## config.mk

```make
export PLATFORM = sky130hd
export DESIGN_NAME = cgd_io_decode
export DESIGN_NICKNAME = d
export VERILOG_FILES = /design/src/cgd_pkg.sv /design/src/cgd_io_decode.sv
export SDC_FILE = /design/constraint.sdc
export NUM_CORES = 1
export LEC_CHECK = 0
export ABC_AREA = 1
export BUFFER_PORTS_ARGS = -buffer_cell sky130_fd_sc_hd__buf_2
export CORE_MARGIN = 1.5
export CORE_UTILIZATION = 55
export CTS_CLUSTER_SIZE = 25
export DETAILED_ROUTE_END_ITERATION = 7
export PLACE_DENSITY = 0.81
export SLEW_MARGIN = 40
export SYNTH_ARGS = -nofsm -noshare
export SYNTH_HDL_FRONTEND = slang
export SYNTH_SLANG_ARGS = --single-unit
```

## constraint.sdc

```tcl
create_clock -name clk_sys -period 13.5 [get_ports clk_sys]
set_input_delay 0 -clock clk_sys [delete_from_list [all_inputs] [get_ports clk_sys]]
set_output_delay 0 -clock clk_sys [all_outputs]
set_load 0.02 [all_outputs]
```

## src/cgd_pkg.sv

```systemverilog
// Package: constants and carriers for the controller glue I/O decode block
package cgd_pkg;

	// ****************************************************************
	// Address blocks
	// ****************************************************************
	localparam logic [15:0] CGD_PERIPH_BASE = 16'hf400;
	localparam logic [15:0] CGD_PORT_BASE = 16'h0200;
	localparam logic [15:0] CGD_PANEL_BASE = 16'h0040;
	localparam logic [15:0] CGD_PANEL_LAST = 16'h007f;

	// ****************************************************************
	// Register addresses
	// ****************************************************************
	localparam logic [15:0] CGD_UPPER_SEL_ADDR = 16'hf400;
	localparam logic [15:0] CGD_MIDDLE_SEL_ADDR = 16'hf410;
	localparam logic [15:0] CGD_LOWER_SEL_ADDR = 16'hf420;
	localparam logic [15:0] CGD_PAGE_FRAME_ADDR = 16'hf430;
	localparam logic [15:0] CGD_PAGE_LATCH_ADDR = 16'hf440;
	localparam logic [15:0] CGD_MEM_CTL_ADDR = 16'hf490;
	localparam logic [15:0] CGD_PUB_LOCK_ADDR = 16'hf4a0;
	localparam logic [15:0] CGD_OUT_PORT_ADDR = 16'hf4b0;
	localparam logic [15:0] CGD_WDOG_ADDR = 16'h0200;
	localparam logic [15:0] CGD_MAINT_ADDR = 16'h0210;

	// ****************************************************************
	// Memory control latch fields
	// ****************************************************************
	localparam int CGD_MC_RAM_WR = 0;
	localparam int CGD_MC_RAM_RD = 1;
	localparam int CGD_MC_FLASH_WR = 2;
	localparam int CGD_MC_FLASH_RD = 3;
	localparam int CGD_MC_FLASH_EN = 4;

	// ****************************************************************
	// Reset values and constants
	// ****************************************************************
	localparam logic [7:0] CGD_MEM_CTL_RST = 8'h00;
	localparam logic [15:0] CGD_SEL_RST = 16'h0000;
	localparam logic [15:0] CGD_RTI_VECTOR = 16'h0043;
	localparam logic [15:0] CGD_RDATA_RST = 16'h0000;

	// ****************************************************************
	// Timing
	// ****************************************************************
	localparam longint CGD_CLK_HZ = 25000000;
	localparam longint CGD_POR_HOLD_MS = 350;
	localparam longint CGD_WDOG_GAP_MS = 500;
	localparam longint CGD_POR_HOLD_CYC = CGD_POR_HOLD_MS * CGD_CLK_HZ / 1000;
	localparam longint CGD_WDOG_GAP_CYC = CGD_WDOG_GAP_MS * CGD_CLK_HZ / 1000;
	localparam longint CGD_RTI_DIVISOR = 666000;

	// ****************************************************************
	// Carriers
	// ****************************************************************
	typedef struct packed {
		logic [15:0] addr;
		logic [15:0] wdata;
		logic wr;
		logic rd;
		logic inta;
	} cgd_io_req_s;

	typedef struct packed {
		logic ram_we;
		logic ram_oe;
		logic flash_we;
		logic flash_oe;
		logic eprom_oe;
	} cgd_mem_sel_s;

	typedef enum logic [1:0] {
		CGD_SUP_HOLD = 2'b00,
		CGD_SUP_IDLE = 2'b01,
		CGD_SUP_ARMED = 2'b10
	} cgd_sup_e;

endpackage : cgd_pkg

```

## src/cgd_io_decode.sv

```systemverilog
// Controller glue: I/O decode, registers, supervisor and real-time interrupt
// Behaviour
// RL1 - Hold reset request 350 ms after power good
// RL2 - Processor kicks watchdog at regular intervals
// RL3 - Kick gap over half second asserts reset
// RL4 - Decode F400-F4FF as peripheral registers
// RL5 - Decode 0200-02FF as internal I/O ports
// RL6 - Decode 0040-007F for LEDs and DIP banks
// RL7 - Sixteen-bit data bus for all transfers
// RL8 - Select and paging registers are write-only
// RL9 - Memory control write latches bits 0-4,6,7
// RL10 - Shared map: writes to RAM, reads flash
// RL11 - Flash disabled routes accesses to boot EPROM
// RL12 - Memory control read returns status inputs
// RL13 - Every watchdog port write kicks watchdog
// RL14 - Bit 0 zero at watchdog port forces failover
// RL15 - Maintenance port bit 0 enables failover (code only drives maint_failover_en; failover is forced whatever its value)
// RL16 - Lock bit 0 locks public memory bus
// RL17 - Divide clock by 666,000 for interrupts
// RL18 - Acknowledge cycle returns vector 43h
// RL19 - Interrupt request holds until acknowledge seen
`timescale 1ns/1ps
`default_nettype none

module cgd_io_decode
	import cgd_pkg::*;
#(
	parameter longint POR_HOLD_CYC = CGD_POR_HOLD_CYC,
	parameter longint WDOG_GAP_CYC = CGD_WDOG_GAP_CYC,
	parameter longint RTI_DIVISOR = CGD_RTI_DIVISOR
) (
	input wire logic clk_sys,
	input wire logic resetn,
	input wire cgd_io_req_s io_req,
	output logic [15:0] io_rdata,
	output logic io_rvalid,
	input wire logic mem_rd,
	input wire logic mem_wr,
	output cgd_mem_sel_s mem_sel,
	output logic [7:0] mem_ctl,
	output logic [15:0] upper_region_select,
	output logic [15:0] middle_region_select,
	output logic [15:0] lower_region_select,
	output logic [15:0] page_frame,
	output logic [15:0] page_latch,
	output logic [15:0] out_port,
	input wire logic [7:0] status_in,
	input wire logic [31:0] dip_in,
	output logic status_led_first,
	output logic status_led_second,
	input wire logic power_good,
	output logic rst_req_n,
	output logic kick_n,
	output logic failover,
	output logic maint_failover_en,
	output logic pub_lock,
	output logic rti_req
);

	// ****************************************************************
	// Reset release and pin synchronisers
	// ****************************************************************
	logic [1:0] rst_sync_q;
	logic rst_n;
	logic [7:0] stat_m_q, stat_q;
	logic [31:0] dip_m_q, dip_q;
	logic pg_m_q, pg_q;

	always_ff @(posedge clk_sys or negedge resetn) begin
		if (!resetn) begin
			rst_sync_q <= 2'b00;
		end else begin
			rst_sync_q <= {rst_sync_q[0], 1'b1};
		end
	end
	assign rst_n = rst_sync_q[1];

	always_ff @(posedge clk_sys or negedge rst_n) begin
		if (!rst_n) begin
			stat_m_q <= 8'h00;
			stat_q <= 8'h00;
			dip_m_q <= 32'h0000_0000;
			dip_q <= 32'h0000_0000;
			pg_m_q <= 1'b0;
			pg_q <= 1'b0;
		end else begin
			stat_m_q <= status_in;
			stat_q <= stat_m_q;
			dip_m_q <= dip_in;
			dip_q <= dip_m_q;
			pg_m_q <= power_good;
			pg_q <= pg_m_q;
		end
	end

	// ****************************************************************
	// Address decode
	// ****************************************************************
	logic hit_periph, hit_port, hit_panel;
	logic wr_at_mem_ctl, wr_at_wdog;

	assign hit_periph = io_req.addr[15:8] == CGD_PERIPH_BASE[15:8]; // RL4
	assign hit_port = io_req.addr[15:8] == CGD_PORT_BASE[15:8]; // RL5
	assign hit_panel = (io_req.addr >= CGD_PANEL_BASE) && (io_req.addr <= CGD_PANEL_LAST); // RL6
	assign wr_at_mem_ctl = io_req.wr && hit_periph && io_req.addr == CGD_MEM_CTL_ADDR;
	assign wr_at_wdog = io_req.wr && hit_port && io_req.addr == CGD_WDOG_ADDR;

	// ****************************************************************
	// Write-only programming registers
	// ****************************************************************
	logic [15:0] upper_q, middle_q, lower_q, frame_q, plat_q, oport_q;
	logic [7:0] mem_ctl_q;

	always_ff @(posedge clk_sys or negedge rst_n) begin
		if (!rst_n) begin
			upper_q <= CGD_SEL_RST;
			middle_q <= CGD_SEL_RST;
			lower_q <= CGD_SEL_RST;
			frame_q <= CGD_SEL_RST;
			plat_q <= CGD_SEL_RST;
			oport_q <= CGD_SEL_RST;
		end else if (io_req.wr && hit_periph) begin
			case (io_req.addr)
				CGD_UPPER_SEL_ADDR: upper_q <= io_req.wdata; // RL8
				CGD_MIDDLE_SEL_ADDR: middle_q <= io_req.wdata; // RL8
				CGD_LOWER_SEL_ADDR: lower_q <= io_req.wdata; // RL8
				CGD_PAGE_FRAME_ADDR: frame_q <= io_req.wdata; // RL8
				CGD_PAGE_LATCH_ADDR: plat_q <= io_req.wdata; // RL8
				CGD_OUT_PORT_ADDR: oport_q <= io_req.wdata;
				default: ;
			endcase
		end
	end

	// Bit 5 is not latched and always reads back as zero
	always_ff @(posedge clk_sys or negedge rst_n) begin
		if (!rst_n) begin
			mem_ctl_q <= CGD_MEM_CTL_RST;
		end else if (wr_at_mem_ctl) begin
			mem_ctl_q <= {io_req.wdata[7:6], 1'b0, io_req.wdata[4:0]}; // RL9
		end
	end

	assign upper_region_select = upper_q;
	assign middle_region_select = middle_q;
	assign lower_region_select = lower_q;
	assign page_frame = frame_q;
	assign page_latch = plat_q;
	assign out_port = oport_q;
	assign mem_ctl = mem_ctl_q;

	// ****************************************************************
	// Memory steering
	// ****************************************************************
	// Flash disabled enables the boot EPROM on every read and blocks flash_oe; ram_oe still follows the RAM read bit
	always_comb begin
		mem_sel.ram_we = mem_wr && mem_ctl_q[CGD_MC_RAM_WR]; // RL10
		mem_sel.ram_oe = mem_rd && mem_ctl_q[CGD_MC_RAM_RD]; // RL10
		mem_sel.flash_we = mem_wr && mem_ctl_q[CGD_MC_FLASH_EN]
			&& mem_ctl_q[CGD_MC_FLASH_WR]; // RL10
		mem_sel.flash_oe = mem_rd && mem_ctl_q[CGD_MC_FLASH_EN]
			&& mem_ctl_q[CGD_MC_FLASH_RD]; // RL10
		mem_sel.eprom_oe = mem_rd && !mem_ctl_q[CGD_MC_FLASH_EN]; // RL11
	end

	// ****************************************************************
	// Port writes: watchdog, failover, lock, LEDs
	// ****************************************************************
	logic kick_n_q, failover_q, maint_q, lock_q, led1_q, led2_q;

	always_ff @(posedge clk_sys or negedge rst_n) begin
		if (!rst_n) begin
			kick_n_q <= 1'b1;
			failover_q <= 1'b0;
		end else begin
			kick_n_q <= !wr_at_wdog; // RL13
			if (wr_at_wdog) begin
				failover_q <= !io_req.wdata[0]; // RL14
			end
		end
	end

	always_ff @(posedge clk_sys or negedge rst_n) begin
		if (!rst_n) begin
			maint_q <= 1'b0;
			lock_q <= 1'b0;
		end else if (io_req.wr) begin
			if (hit_port && io_req.addr == CGD_MAINT_ADDR) begin
				maint_q <= io_req.wdata[0]; // RL15
			end
			if (hit_periph && io_req.addr == CGD_PUB_LOCK_ADDR) begin
				lock_q <= io_req.wdata[0]; // RL16
			end
		end
	end

	always_ff @(posedge clk_sys or negedge rst_n) begin
		if (!rst_n) begin
			led1_q <= 1'b0;
			led2_q <= 1'b0;
		end else if (io_req.wr && hit_panel) begin
			led1_q <= io_req.wdata[0]; // RL6
			led2_q <= io_req.wdata[1]; // RL6
		end
	end

	assign kick_n = kick_n_q;
	assign failover = failover_q;
	assign maint_failover_en = maint_q;
	assign pub_lock = lock_q;
	assign status_led_first = led1_q;
	assign status_led_second = led2_q;

	// ****************************************************************
	// Real-time interrupt divider
	// ****************************************************************
	logic [19:0] rti_cnt_q;
	logic rti_q, rti_tc;

	assign rti_tc = rti_cnt_q == 20'(RTI_DIVISOR - 1);

	always_ff @(posedge clk_sys or negedge rst_n) begin
		if (!rst_n) begin
			rti_cnt_q <= 20'h00000;
		end else begin
			rti_cnt_q <= rti_tc ? 20'h00000 : rti_cnt_q + 20'h00001; // RL17
		end
	end

	// A tick landing on the acknowledge cycle wins, so no tick is lost
	always_ff @(posedge clk_sys or negedge rst_n) begin
		if (!rst_n) begin
			rti_q <= 1'b0;
		end else if (rti_tc) begin
			rti_q <= 1'b1; // RL17
		end else if (io_req.inta) begin
			rti_q <= 1'b0; // RL19
		end
	end
	assign rti_req = rti_q;

	// ****************************************************************
	// Read data path
	// ****************************************************************
	logic [15:0] rdata_q;
	logic rvalid_q;

	// Write-only and unmapped addresses read as zero
	always_ff @(posedge clk_sys or negedge rst_n) begin
		if (!rst_n) begin
			rdata_q <= CGD_RDATA_RST;
			rvalid_q <= 1'b0;
		end else begin
			rvalid_q <= io_req.rd || io_req.inta;
			if (io_req.inta) begin
				rdata_q <= CGD_RTI_VECTOR; // RL18
			end else if (io_req.rd) begin
				if (hit_periph && io_req.addr == CGD_MEM_CTL_ADDR) begin
					rdata_q <= {8'h00, stat_q[7], 2'b00, stat_q[4:0]}; // RL12
				end else if (hit_panel) begin
					rdata_q <= {8'h00, dip_q[{io_req.addr[1:0], 3'b000} +: 8]}; // RL6
				end else begin
					rdata_q <= 16'h0000; // RL8
				end
			end
		end
	end
	assign io_rdata = rdata_q; // RL7
	assign io_rvalid = rvalid_q;

	// ****************************************************************
	// Reset supervisor and watchdog
	// ****************************************************************
	// Watchdog arms on the first kick, since boot code may not kick at all
	cgd_sup_e sup_q;
	logic [23:0] sup_cnt_q;

	always_ff @(posedge clk_sys or negedge rst_n) begin
		if (!rst_n) begin
			sup_q <= CGD_SUP_HOLD;
			sup_cnt_q <= 24'h000000;
		end else if (!pg_q) begin
			sup_q <= CGD_SUP_HOLD;
			sup_cnt_q <= 24'h000000;
		end else begin
			case (sup_q)
				CGD_SUP_HOLD: begin
					if (sup_cnt_q == 24'(POR_HOLD_CYC - 1)) begin
						sup_q <= CGD_SUP_IDLE; // RL1
						sup_cnt_q <= 24'h000000;
					end else begin
						sup_cnt_q <= sup_cnt_q + 24'h000001;
					end
				end
				CGD_SUP_IDLE: begin
					if (!kick_n_q) begin
						sup_q <= CGD_SUP_ARMED; // RL2
						sup_cnt_q <= 24'h000000;
					end
				end
				CGD_SUP_ARMED: begin
					if (!kick_n_q) begin
						sup_cnt_q <= 24'h000000; // RL2
					end else if (sup_cnt_q == 24'(WDOG_GAP_CYC - 1)) begin
						sup_q <= CGD_SUP_HOLD; // RL3
						sup_cnt_q <= 24'h000000;
					end else begin
						sup_cnt_q <= sup_cnt_q + 24'h000001;
					end
				end
				default: begin
					sup_q <= CGD_SUP_HOLD;
					sup_cnt_q <= 24'h000000;
				end
			endcase
		end
	end
	assign rst_req_n = sup_q != CGD_SUP_HOLD; // RL1 RL3
endmodule : cgd_io_decode

`default_nettype wire

```

-- After elaboration in Yosys (flattened, before gate mapping)
Cells that the tools add are included.
- flip-flop bits (word level): 257
- output and inout bits: 134
- bits of input ports: 80
- shifts and indexed selects: 1
- muxes and demuxes: 19
- magnitude comparators: 2
- reductions and logical operators: 33
- $add $sub $neg: 2
- eq/ne operators: 21
- operator list (kind ; count):
    $eq 16x16->1 const B ; 8
    $mux 24 ; 5
    $pmux 24 s3 ; 1
    $eq 24x24->1 const B ; 2
    $eq 16x10->1 const B ; 2
    $mux 16 ; 2
    $shiftx 32x6->8 ; 1
    $add 24x1->24 const B ; 1
    $add 20x1->20 const B ; 1
    $eq 20x20->1 const B ; 1
    $mux 20 ; 1
    $ge 16x7->1 const B ; 1
    $le 16x7->1 const B ; 1
    $logic_and 1x1->1 ; 16
    $mux 8 ; 2
    $reduce_and 2->1 ; 8
    $ne 3x3->1 const B ; 4
    $mux 2 ; 5
    $eq 8x2->1 const B ; 1
    $eq 8x8->1 const B ; 1
    $pmux 2 s3 ; 1
    $reduce_bool 2->1 ; 3
    $reduce_and 4->1 ; 1
    $logic_not 1->1 ; 3
    5 further kinds ; 6

-- Depth between registers and ports, before layout
Gate-level depths: netlist of the first run.
- word-level depth: 6
- depth in mapped cells: 11
- mapped depth without buffers: 10

-- Worst setup path before layout of the first run
Ideal clock, no wire load.
- kind: register to register
- start: reg sup_cnt_q[0]
- end: reg sup_cnt_q[18]
- arrival time: 1.496 ns
- cell stages (with the launch flop): 12
- slack: 11.872 ns
- clock period less this slack: 1.628 ns
- buffers on the path: 1
- cell sequence: dfrtp_1 > ha_1 > nand2_1 > nor2_2 > nand2_1 > nor2_1 > nand2_1 > nand2_1 > nand2_2 > nand2_2 > buf_4 > o22ai_1
- longest elaborated chain between the ends: 5
- elaborated cells on any way between the ends: 8
- ends and longest elaborated chain (item ; line ; RTL):
    from (decl) ; cgd_io_decode.sv:276 ; logic [23:0] sup_cnt_q;
    from (signal assigned) ; cgd_io_decode.sv:292 ; sup_cnt_q <= sup_cnt_q + 24'h000001;
    from (signal assigned) ; cgd_io_decode.sv:308 ; sup_cnt_q <= sup_cnt_q + 24'h000001;
    $add 24x1->24 or $eq 24x24->1 (tied branches) ; cgd_io_decode.sv:292, cgd_io_decode.sv:308, cgd_io_decode.sv:304 ;
    $mux 24 ; cgd_io_decode.sv:304 ; end else if (sup_cnt_q == 24'(WDOG_GAP_CYC - 1)) begin
    $mux 24 ; cgd_io_decode.sv:302 ; if (!kick_n_q) begin
    $pmux 24 s3 (*) ; cgd_io_decode.sv:286 ; case (sup_q)
    $mux 24 (*) ; cgd_io_decode.sv:282 ; end else if (!pg_q) begin
Every way passes the cells marked *; elsewhere a longest branch is shown, timed or not.
A chain may end at the register's enable or synchronous reset.

-- Final worst setup path of the first run
- start: in io_req[30] (netlist name)
- end: reg rdata_q[1], in the netlist io_rdata[1]
- longest elaborated chain between the ends: 6
- elaborated cells on any way between the ends: 10
- ends and longest elaborated chain (item ; line ; RTL):
    from (decl) ; cgd_io_decode.sv:34 ; input wire cgd_io_req_s io_req,
    $ge 16x7->1 or $le 16x7->1 (tied branches) ; cgd_io_decode.sv:104 ; assign hit_panel = (io_req.addr >= CGD_PANEL_BASE) && (io_req.addr <= CGD_PANEL_LAST);
    $logic_and 1x1->1 ; cgd_io_decode.sv:104 ;
    $mux 8 ; cgd_io_decode.sv:260 ; end else if (hit_panel) begin
    $mux 8 (*) ; cgd_io_decode.sv:258 ; if (hit_periph && io_req.addr == CGD_MEM_CTL_ADDR) begin
    $mux 16 (*) ; cgd_io_decode.sv:257 ; end else if (io_req.rd) begin
    $mux 16 (*) ; cgd_io_decode.sv:255 ; if (io_req.inta) begin
    to (signal assigned) ; cgd_io_decode.sv:259 ; rdata_q <= {8'h00, stat_q[7], 2'b00, stat_q[4:0]};
    to (signal assigned) ; cgd_io_decode.sv:261 ; rdata_q <= {8'h00, dip_q[{io_req.addr[1:0], 3'b000} +: 8]};
    to (decl) ; cgd_io_decode.sv:245 ; logic [15:0] rdata_q;
Every way passes the cells marked *; elsewhere a longest branch is shown, timed or not. The select of a mux whose other input is x is not followed.

==> results of run 1 <==
## worst paths after layout
check,startpoint,slack (ns),cells past startpoint,end
worst max-delay path,io_req[30],10.74,10,io_rdata[1]$_DFFE_PN0P_
worst min-delay path,io_req[25],0.02,6,pub_lock$_DFFE_PN0P_
worst max register to register,pg_q$_DFF_PN0_,11.23,7,sup_cnt_q[9]$_DFFE_PN0N_
worst min register to register,dip_m_q[7]$_DFF_PN0_,0.34,0,dip_q[7]$_DFF_PN0_
max in group asynchronous,rst_sync_q[1]$_DFF_PN0_,11.45,2,kick_n$_DFF_PN1_
min in group asynchronous,resetn,0.35,3,rst_sync_q[1]$_DFF_PN0_
## cell usage in the layout, fill, tap and decap left out, drive strengths merged, types with 5 or more instances in the layout
cell type,n
nand4,12
clkinv,10
dlygate4sd3,74
xor2,23
nor4,5
o21ai,133
inv,77
o22ai,15
buf,207
dfrtp,244
clkbuf,32
conb,10
nand3,52
nor3,15
nand2,241
nor2,98
a21oi,17
## per-layer routing
metal	routed length, µm	global-route usage	part of all wire
met1	10300	0.360	0.40
met5	0	0	0
met3	1640	0.0561	0.064
met2	13000	0.491	0.50
met4	782	0.0836	0.030
## worst max-delay path: stages
cell and delay [ns]:
sky130_fd_sc_hd__dlygate4sd3_1 0.55, sky130_fd_sc_hd__buf_2 0.13, sky130_fd_sc_hd__nor2_1 0.16, sky130_fd_sc_hd__dlygate4sd3_1 0.58, sky130_fd_sc_hd__nand2_1 0.04, sky130_fd_sc_hd__dlygate4sd3_1 0.56, sky130_fd_sc_hd__nor2_2 0.30, sky130_fd_sc_hd__dlygate4sd3_1 0.68
sky130_fd_sc_hd__nand2_1 0.07, sky130_fd_sc_hd__a31oi_1 0.13
## kinds of logic (layout without fill, tap and decap cells)
kind of cell    Yosys count  after routing  share of synthesized area
other cells               2             10                   0.000782
simple gates            430            430                      0.193
xor+xnor                 25             25                     0.0228
compound gates          168            168                     0.0926
buf+inv                 112            406                     0.0501
fa+ha+maj                 2              2                    0.00260
flops                   245            245                      0.638
## power groups by stage
| stage | clock network (W) | logic [W] | registers (W) |
|---|---|---|---|
| after floorplan | 0 | 0.0000349 | 0.000779 |
| after global placement | 0 | 0.0000679 | 0.000771 |
| after detailed placement | 0 | 0.0000700 | 0.000772 |
| after CTS | 0.000735 | 0.0000861 | 0.000759 |
| after global routing | 0.000774 | 0.0000966 | 0.000760 |
| final | 0.000732 | 0.0000875 | 0.000759 |
## state kept, by name, summed over array words and instances (netlist names), 2 cells and up
signal                cells
stat_q                    6
io_rdata                  8
page_latch               16
stat_m_q                  6
sup_cnt_q                24
dip_m_q                  32
rst_sync_q                2
mem_ctl                   7
out_port                 16
upper_region_select      16
lower_region_select      16
sup_q                     2
dip_q                    32
middle_region_select     16
page_frame               16
rti_cnt_q                20
## area by class of cell
cell class | count | area [µm²] | area share
clock inverter | 16 | 203 | 0.0163
tap | 225 | 282 | 0.0227
inverter | 77 | 289 | 0.0233
timing repair buffer | 281 | 1800 | 0.145
sequential | 245 | 6140 | 0.494
multi-input combinational | 635 | 3030 | 0.244
clock buffer | 32 | 693 | 0.0558
## metrics by stage
step,setup WS (ns),area [µm²],power (W),util
after floorplan,6.17,9640,0.000814,-
after global placement,11.13,10800,0.000839,0.628
after detailed placement,11.28,10800,0.000842,0.628
after CTS,10.76,12400,0.00158,0.724
after global routing,10.57,12400,0.00163,0.724
final,10.74,12400,0.00158,0.724
==> impl_metrics.xml, run 1 <==
<?xml version="1.0" encoding="UTF-8"?>
<metrics>
  <group name="drt">
    <metric name="drt_initial_violations" unit="">574</metric>
    <metric name="detail_route.vias_per_cell" unit="">5.29</metric>
    <metric name="via_count_of_the_routed_design" unit="">7989</metric>
    <metric name="remaining_antenna_violation_count_after_routing" unit="">0</metric>
    <metric name="route.detailed.drc" unit="">0</metric>
    <metric name="post_drt_wl_per_cell" unit="µm">17.0</metric>
    <metric name="firstDrtPassIters" unit="">5</metric>
    <metric name="finalWirelength" unit="µm">25700</metric>
  </group>
  <group name="setup_path">
    <metric name="worst-path-max-fanout" unit="">7</metric>
    <metric name="critPathKind" unit="">in2reg</metric>
    <metric name="critical_path.endpoint_type" unit="">flop</metric>
    <metric name="worst_setup_path_start_kind" unit="">primary input</metric>
    <metric name="timing.critical_path.required" unit="ns">13.96</metric>
    <metric name="cp_data_arrival_time" unit="ns">3.22</metric>
  </group>
  <group name="layout">
    <metric name="count_of_inserted_antenna_diode_cells" unit="">0</metric>
    <metric name="post_route_cells_drive_above_1_share" unit="">0.221</metric>
    <metric name="area.growth.synth_to_final" unit="%">29.4</metric>
    <metric name="final_cell_count_no_fill" unit="">1511</metric>
    <metric name="net_count_reported_at_finish" unit="">1348</metric>
    <metric name="n_fill_cell" unit="">1180</metric>
  </group>
  <group name="pwr">
    <metric name="p_switching" unit="W">0.000369</metric>
    <metric name="internal-power" unit="W">0.00121</metric>
    <metric name="ir_worst_vdd" unit="mV">0.148</metric>
    <metric name="clk_network_pwr_share" unit="">0.464</metric>
    <metric name="power.switching_fraction" unit="">0.233</metric>
    <metric name="cellPowerDensity" unit="nW/µm²">127</metric>
    <metric name="power_frac_seq" unit="">0.481</metric>
    <metric name="power.leakage" unit="nW">6.24</metric>
    <metric name="combPwrFrac" unit="">0.055</metric>
  </group>
  <group name="die">
    <metric name="die-height" unit="µm">135</metric>
    <metric name="top_level_ports" unit="">214</metric>
    <metric name="die_area" unit="µm²">18300</metric>
    <metric name="core_area" unit="µm²">17200</metric>
    <metric name="rows" unit="">48</metric>
    <metric name="die_w" unit="µm">135</metric>
    <metric name="initial_utilization" unit="">0.559</metric>
  </group>
  <group name="placed_design">
    <metric name="dp.cells" unit="">1389</metric>
    <metric name="hpwl" unit="µm">15300</metric>
    <metric name="port_buffers" unit="">202</metric>
    <metric name="place_congestion" unit="">0.866</metric>
  </group>
  <group name="logic_synthesis">
    <metric name="asyncSetResetFlopFracSynth" unit="">1.00</metric>
    <metric name="postSynth.topFlopCell" unit="">sky130_fd_sc_hd__dfrtp_1</metric>
    <metric name="netlist-cell-type-count" unit="">36</metric>
    <metric name="synthesis.area" unit="µm²">9610</metric>
    <metric name="seq_area_frac_synth" unit="">0.638</metric>
    <metric name="synthesis.area_per_instance" unit="µm²">9.76</metric>
    <metric name="yosysTopAreaCell" unit="">sky130_fd_sc_hd__dfrtp_1</metric>
    <metric name="synth-edff-count" unit="">0</metric>
    <metric name="postSynthRegisterBits" unit="">245</metric>
    <metric name="synth.top_cell.area_share" unit="">0.635</metric>
    <metric name="syn_inst_count" unit="">984</metric>
    <metric name="yosysMostFrequentCell" unit="">sky130_fd_sc_hd__dfrtp_1</metric>
    <metric name="synthesis.yosys.warnings" unit="">0</metric>
    <metric name="post_synth_main_area_contributors" unit="">sky130_fd_sc_hd__dfrtp_1 (64%), sky130_fd_sc_hd__nand2_1 (9.3%), sky130_fd_sc_hd__o21ai_0 (4.9%)</metric>
    <metric name="post_synth_most_frequent_cells" unit="">sky130_fd_sc_hd__dfrtp_1 (244), sky130_fd_sc_hd__nand2_1 (239), sky130_fd_sc_hd__o21ai_0 (94), sky130_fd_sc_hd__nor2_1 (93), sky130_fd_sc_hd__inv_1 (72)</metric>
  </group>
  <group name="grt">
    <metric name="first_global_vias" unit="">7932</metric>
    <metric name="antenna_found_initial" unit="">0</metric>
    <metric name="global_route.usage.total" unit="">0.282</metric>
    <metric name="grt_max_degree" unit="">82</metric>
    <metric name="global_route.overflow_total" unit="">0</metric>
    <metric name="global_route_wire_length_before_repair" unit="µm">40400</metric>
  </group>
  <group name="sta">
    <metric name="hold_viol_final" unit="">0</metric>
    <metric name="finalSetupViolCount" unit="">0</metric>
    <metric name="tightestPinTransition" unit="ns">0.814</metric>
    <metric name="hold_ws" unit="ns">0.0210</metric>
    <metric name="finalMaxSlewViolations" unit="">0</metric>
    <metric name="finalCritPeriodShare" unit="">0.204</metric>
    <metric name="post-route-min-period" unit="ns">2.76</metric>
    <metric name="finalSetupTns" unit="ns">0</metric>
    <metric name="rsz_0062_raised_after_global_routing" unit="">no</metric>
    <metric name="relSlewSlack" unit="">0.456</metric>
    <metric name="skew" unit="ns">0.0204</metric>
    <metric name="maxClockFrequency" unit="MHz">363</metric>
  </group>
  <group name="clock_network">
    <metric name="cts_inserted_buffers" unit="">26</metric>
    <metric name="number_of_sinks_handled_by_clock_tree_synthesis" unit="">245</metric>
    <metric name="post_cts.resized_instances" unit="">0</metric>
    <metric name="clk_latency" unit="ns">0.54</metric>
    <metric name="ctsHtreeMaxLevel" unit="">1</metric>
    <metric name="post_cts_buffers" unit="">0</metric>
    <metric name="cts_tree" unit="">done</metric>
    <metric name="clock_tree.root_cell" unit="">sky130_fd_sc_hd__clkbuf_16</metric>
    <metric name="cts_hold_repair.buffers" unit="">74</metric>
    <metric name="clock_pin_transition_on_the_worst_setup_and_hold_timing_paths" unit="ns">0.06</metric>
    <metric name="ctsLongestPathBuffers" unit="">3</metric>
  </group>
  <group name="status">
    <metric name="status" unit="">completed</metric>
  </group>
  <group name="run">
    <metric name="max_cap_viol_count" unit="">0</metric>
  </group>
  <group name="min_path">
    <metric name="hold_class" unit="">in2reg</metric>
  </group>
</metrics>
Note: power is estimated with default switching activity, not from simulation.
==> inputs of run 2 (changes only) <==
- CORE_UTILIZATION: 55 -> 54
- PLACE_DENSITY: 0.81 -> 0.8
- clock period: 13.5 -> 2.85 ns (I/O delays scaled with it)
==> run 2 against run 1 <==
  * Sequential power rose to 4.7 times the previous value
  * Register-to-register slack got worse by 10 ns
  * Clock power rose to 4.8 times the previous value
  * Setup slack got worse by 11 ns
  * Clock-buffer cell count rose by 2
  * Core utilization fell by 0.14 points
  * Non-clock buffer count rose by 9
  * Total power rose to 4.8 times the previous value
  * Die area rose by 1.8%
  * Final cell count rose by 0.66%
  * Global-route usage rose by 0.13 points
  * Cell area rose by 0.86%
  * Critical endpoint is now io_rdata[0]$_DFFE_PN0P_
  * Largest power group unchanged
  * Highest routed layer unchanged
==> impl_metrics.xml, run 2 (synthesis results as in run 1) <==
<?xml version="1.0" encoding="UTF-8"?>
<metrics>
  <group name="grt">
    <metric name="global_route.overflow_total" unit="">0</metric>
    <metric name="grt_max_degree" unit="">58</metric>
    <metric name="global_route.usage.total" unit="">0.284</metric>
    <metric name="antenna_found_initial" unit="">1</metric>
    <metric name="first_global_vias" unit="">8045</metric>
    <metric name="global_route_wire_length_before_repair" unit="µm">40900</metric>
  </group>
  <group name="sta">
    <metric name="finalMaxSlewViolations" unit="">0</metric>
    <metric name="post-route-min-period" unit="ns">2.70</metric>
    <metric name="relSlewSlack" unit="">0.570</metric>
    <metric name="rsz_0062_raised_after_global_routing" unit="">no</metric>
    <metric name="finalCritPeriodShare" unit="">0.947</metric>
    <metric name="finalSetupTns" unit="ns">0</metric>
    <metric name="tightestPinTransition" unit="ns">0.645</metric>
    <metric name="hold_viol_final" unit="">0</metric>
    <metric name="finalSetupViolCount" unit="">0</metric>
    <metric name="maxClockFrequency" unit="MHz">370</metric>
    <metric name="skew" unit="ns">0.0162</metric>
  </group>
  <group name="setup_path">
    <metric name="worst_setup_path_start_kind" unit="">primary input</metric>
    <metric name="worst_path_most_repeated_cell" unit="">sky130_fd_sc_hd__dlygate4sd3_1</metric>
    <metric name="worst-path-max-fanout" unit="">8</metric>
    <metric name="timing.critical_path.required" unit="ns">3.29</metric>
    <metric name="cp_cell_sequence" unit="">dlygate4sd3_1 -&gt; buf_2 -&gt; nor2_1 -&gt; dlygate4sd3_1 -&gt; nand2_1 -&gt; dlygate4sd3_1 -&gt; nor2_4 -&gt; dlygate4sd3_1 -&gt; nand2_1 -&gt; a31oi_1</metric>
    <metric name="cp_slowest_stage_delay" unit="ns">0.64</metric>
    <metric name="critical-path-slowest-cell" unit="">sky130_fd_sc_hd__dlygate4sd3_1</metric>
    <metric name="critical_path.endpoint_type" unit="">flop</metric>
    <metric name="cp_data_arrival_time" unit="ns">3.14</metric>
    <metric name="critPathKind" unit="">in2reg</metric>
  </group>
  <group name="layout">
    <metric name="net_count_reported_at_finish" unit="">1357</metric>
    <metric name="layout.cells.most_common" unit="">sky130_fd_sc_hd__dfrtp_1</metric>
    <metric name="area.growth.synth_to_final" unit="%">30.5</metric>
    <metric name="n_fill_cell" unit="">1182</metric>
    <metric name="post_route_cells_drive_above_1_share" unit="">0.225</metric>
    <metric name="mostFrequentLayoutCells" unit="">sky130_fd_sc_hd__dfrtp_1 (243), sky130_fd_sc_hd__nand2_1 (239), sky130_fd_sc_hd__buf_2 (202)</metric>
    <metric name="reg_top3" unit="">dip_m_q: 32 flops, dip_q: 32 flops, sup_cnt_q: 24 flops</metric>
  </group>
  <group name="drt">
    <metric name="firstDrtPassIters" unit="">5</metric>
    <metric name="via_count_of_the_routed_design" unit="">8179</metric>
    <metric name="post_drt_wl_per_cell" unit="µm">17.2</metric>
    <metric name="detail_route.vias_per_cell" unit="">5.38</metric>
    <metric name="finalWirelength" unit="µm">26200</metric>
    <metric name="route.detailed.drc" unit="">0</metric>
    <metric name="drt_initial_violations" unit="">631</metric>
    <metric name="remaining_antenna_violation_count_after_routing" unit="">0</metric>
  </group>
  <group name="clock_network">
    <metric name="cts_tree" unit="">done</metric>
    <metric name="clock_pin_transition_on_the_worst_setup_and_hold_timing_paths" unit="ns">0.07</metric>
    <metric name="ctsHtreeMaxLevel" unit="">1</metric>
    <metric name="number_of_sinks_handled_by_clock_tree_synthesis" unit="">245</metric>
    <metric name="clock_tree.root_cell" unit="">sky130_fd_sc_hd__clkbuf_16</metric>
    <metric name="cts_inserted_buffers" unit="">26</metric>
    <metric name="clk_latency" unit="ns">0.53</metric>
    <metric name="ctsLongestPathBuffers" unit="">3</metric>
  </group>
  <group name="min_path">
    <metric name="hold_class" unit="">in2reg</metric>
  </group>
  <group name="die">
    <metric name="die_w" unit="µm">136</metric>
    <metric name="die-height" unit="µm">136</metric>
    <metric name="rows" unit="">48</metric>
    <metric name="initial_utilization" unit="">0.554</metric>
    <metric name="die_area" unit="µm²">18600</metric>
    <metric name="top_level_ports" unit="">214</metric>
    <metric name="core_area" unit="µm²">17400</metric>
  </group>
  <group name="pwr">
    <metric name="cellPowerDensity" unit="nW/µm²">601</metric>
    <metric name="ir_worst_vdd" unit="mV">0.490</metric>
    <metric name="power.leakage" unit="nW">6.30</metric>
    <metric name="power" unit="W">0.00753</metric>
  </group>
  <group name="status">
    <metric name="status" unit="">completed</metric>
  </group>
  <group name="run">
    <metric name="max_cap_viol_count" unit="">0</metric>
  </group>
  <group name="placed_design">
    <metric name="hpwl" unit="µm">15800</metric>
    <metric name="place_congestion" unit="">0.892</metric>
    <metric name="port_buffers" unit="">202</metric>
  </group>
</metrics>
## run 2: cell types whose count changed in the layout (fill, tap and decap cells not counted), sizes merged
cell         before  now
buf             207  214
dlygate4sd3      74   76
clkinv           10    6
clkinvlp          3    2
diode             0    1
inv              77   81
bufinv            3    2
clkbuf           32   34
## run 2: per-stage QoR
step	worst slack, ns	cells	util	hold WS, ns	area (µm²)
6_report	0.150	1521	0.722	0.0210	12500
4_1_cts	0.108	1519	0.721	0.00836	12500
5_1_grt	0.0376	1521	0.722	0.0315	12500
3_5_place_dp	0.817	1395	0.625	-0.210	10800
2_1_floorplan	0.384	992	-	-0.296	9640
3_3_place_gp	0.940	1395	0.625	-0.214	10800
## run 2: cell type report
| type | instances | area [µm²] | share of cell area |
|---|---|---|---|
| diodes | 1 | 2.50 | 0.000200 |
| clock buffers | 34 | 742 | 0.0592 |
| clock inverters | 14 | 155 | 0.0124 |
| inverters | 77 | 289 | 0.0231 |
| multi-input cells | 635 | 3030 | 0.242 |
| flip-flops and latches | 245 | 6140 | 0.490 |
| well taps | 225 | 282 | 0.0225 |
| repair buffers | 290 | 1900 | 0.152 |
## run 2: worst max-delay path: cells and delay by family
family	cells	cell delay, ns
AOI/OAI and AO/OA	1	0.12
buffers and inverters	5	2.53
and+or+nand+nor	4	0.49
## run 2: final timing paths
path,startpoint,cells past startpoint,slack (ns),to
worst max register to register,sup_cnt_q[0]$_DFFE_PN0N_,10,0.89,sup_cnt_q[0]$_DFFE_PN0N_
worst max-delay path,io_req[27],10,0.15,io_rdata[0]$_DFFE_PN0P_
worst min-delay path,io_req[20],5,0.02,io_rdata[5]$_DFFE_PN0P_
worst min register to register,rst_sync_q[1]$_DFF_PN0_,0,0.25,out_port[15]$_DFFE_PN0P_
min in group asynchronous,rst_sync_q[1]$_DFF_PN0_,0,0.25,out_port[15]$_DFFE_PN0P_
max in group asynchronous,rst_sync_q[1]$_DFF_PN0_,1,1.93,out_port[10]$_DFFE_PN0P_
## run 2: report_power, final
| part | internal (W) | total, W | switching [W] |
|---|---|---|---|
| logic | 0.000165 | 0.000441 | 0.000276 |
| clock network | 0.00205 | 0.00350 | 0.00145 |
| registers | 0.00355 | 0.00359 | 0.0000403 |
| total | 0.00576 | 0.00753 | 0.00177 |
## run 2: what timing repair did
action,CTS,global route
endpoints found under the setup margin,0,1
gates resized for setup,0,1
hold endpoints to repair,155,0
hold buffers,76,0
setup buffers,0,0
## run 2: metal layers
metal	wire [µm]	up-vias	global-route usage
met5	0	-	0
met3	1930	71	0.0611
li1	-	3763	-
met1	10300	4004	0.367
met2	13000	341	0.470
met4	981	0	0.109
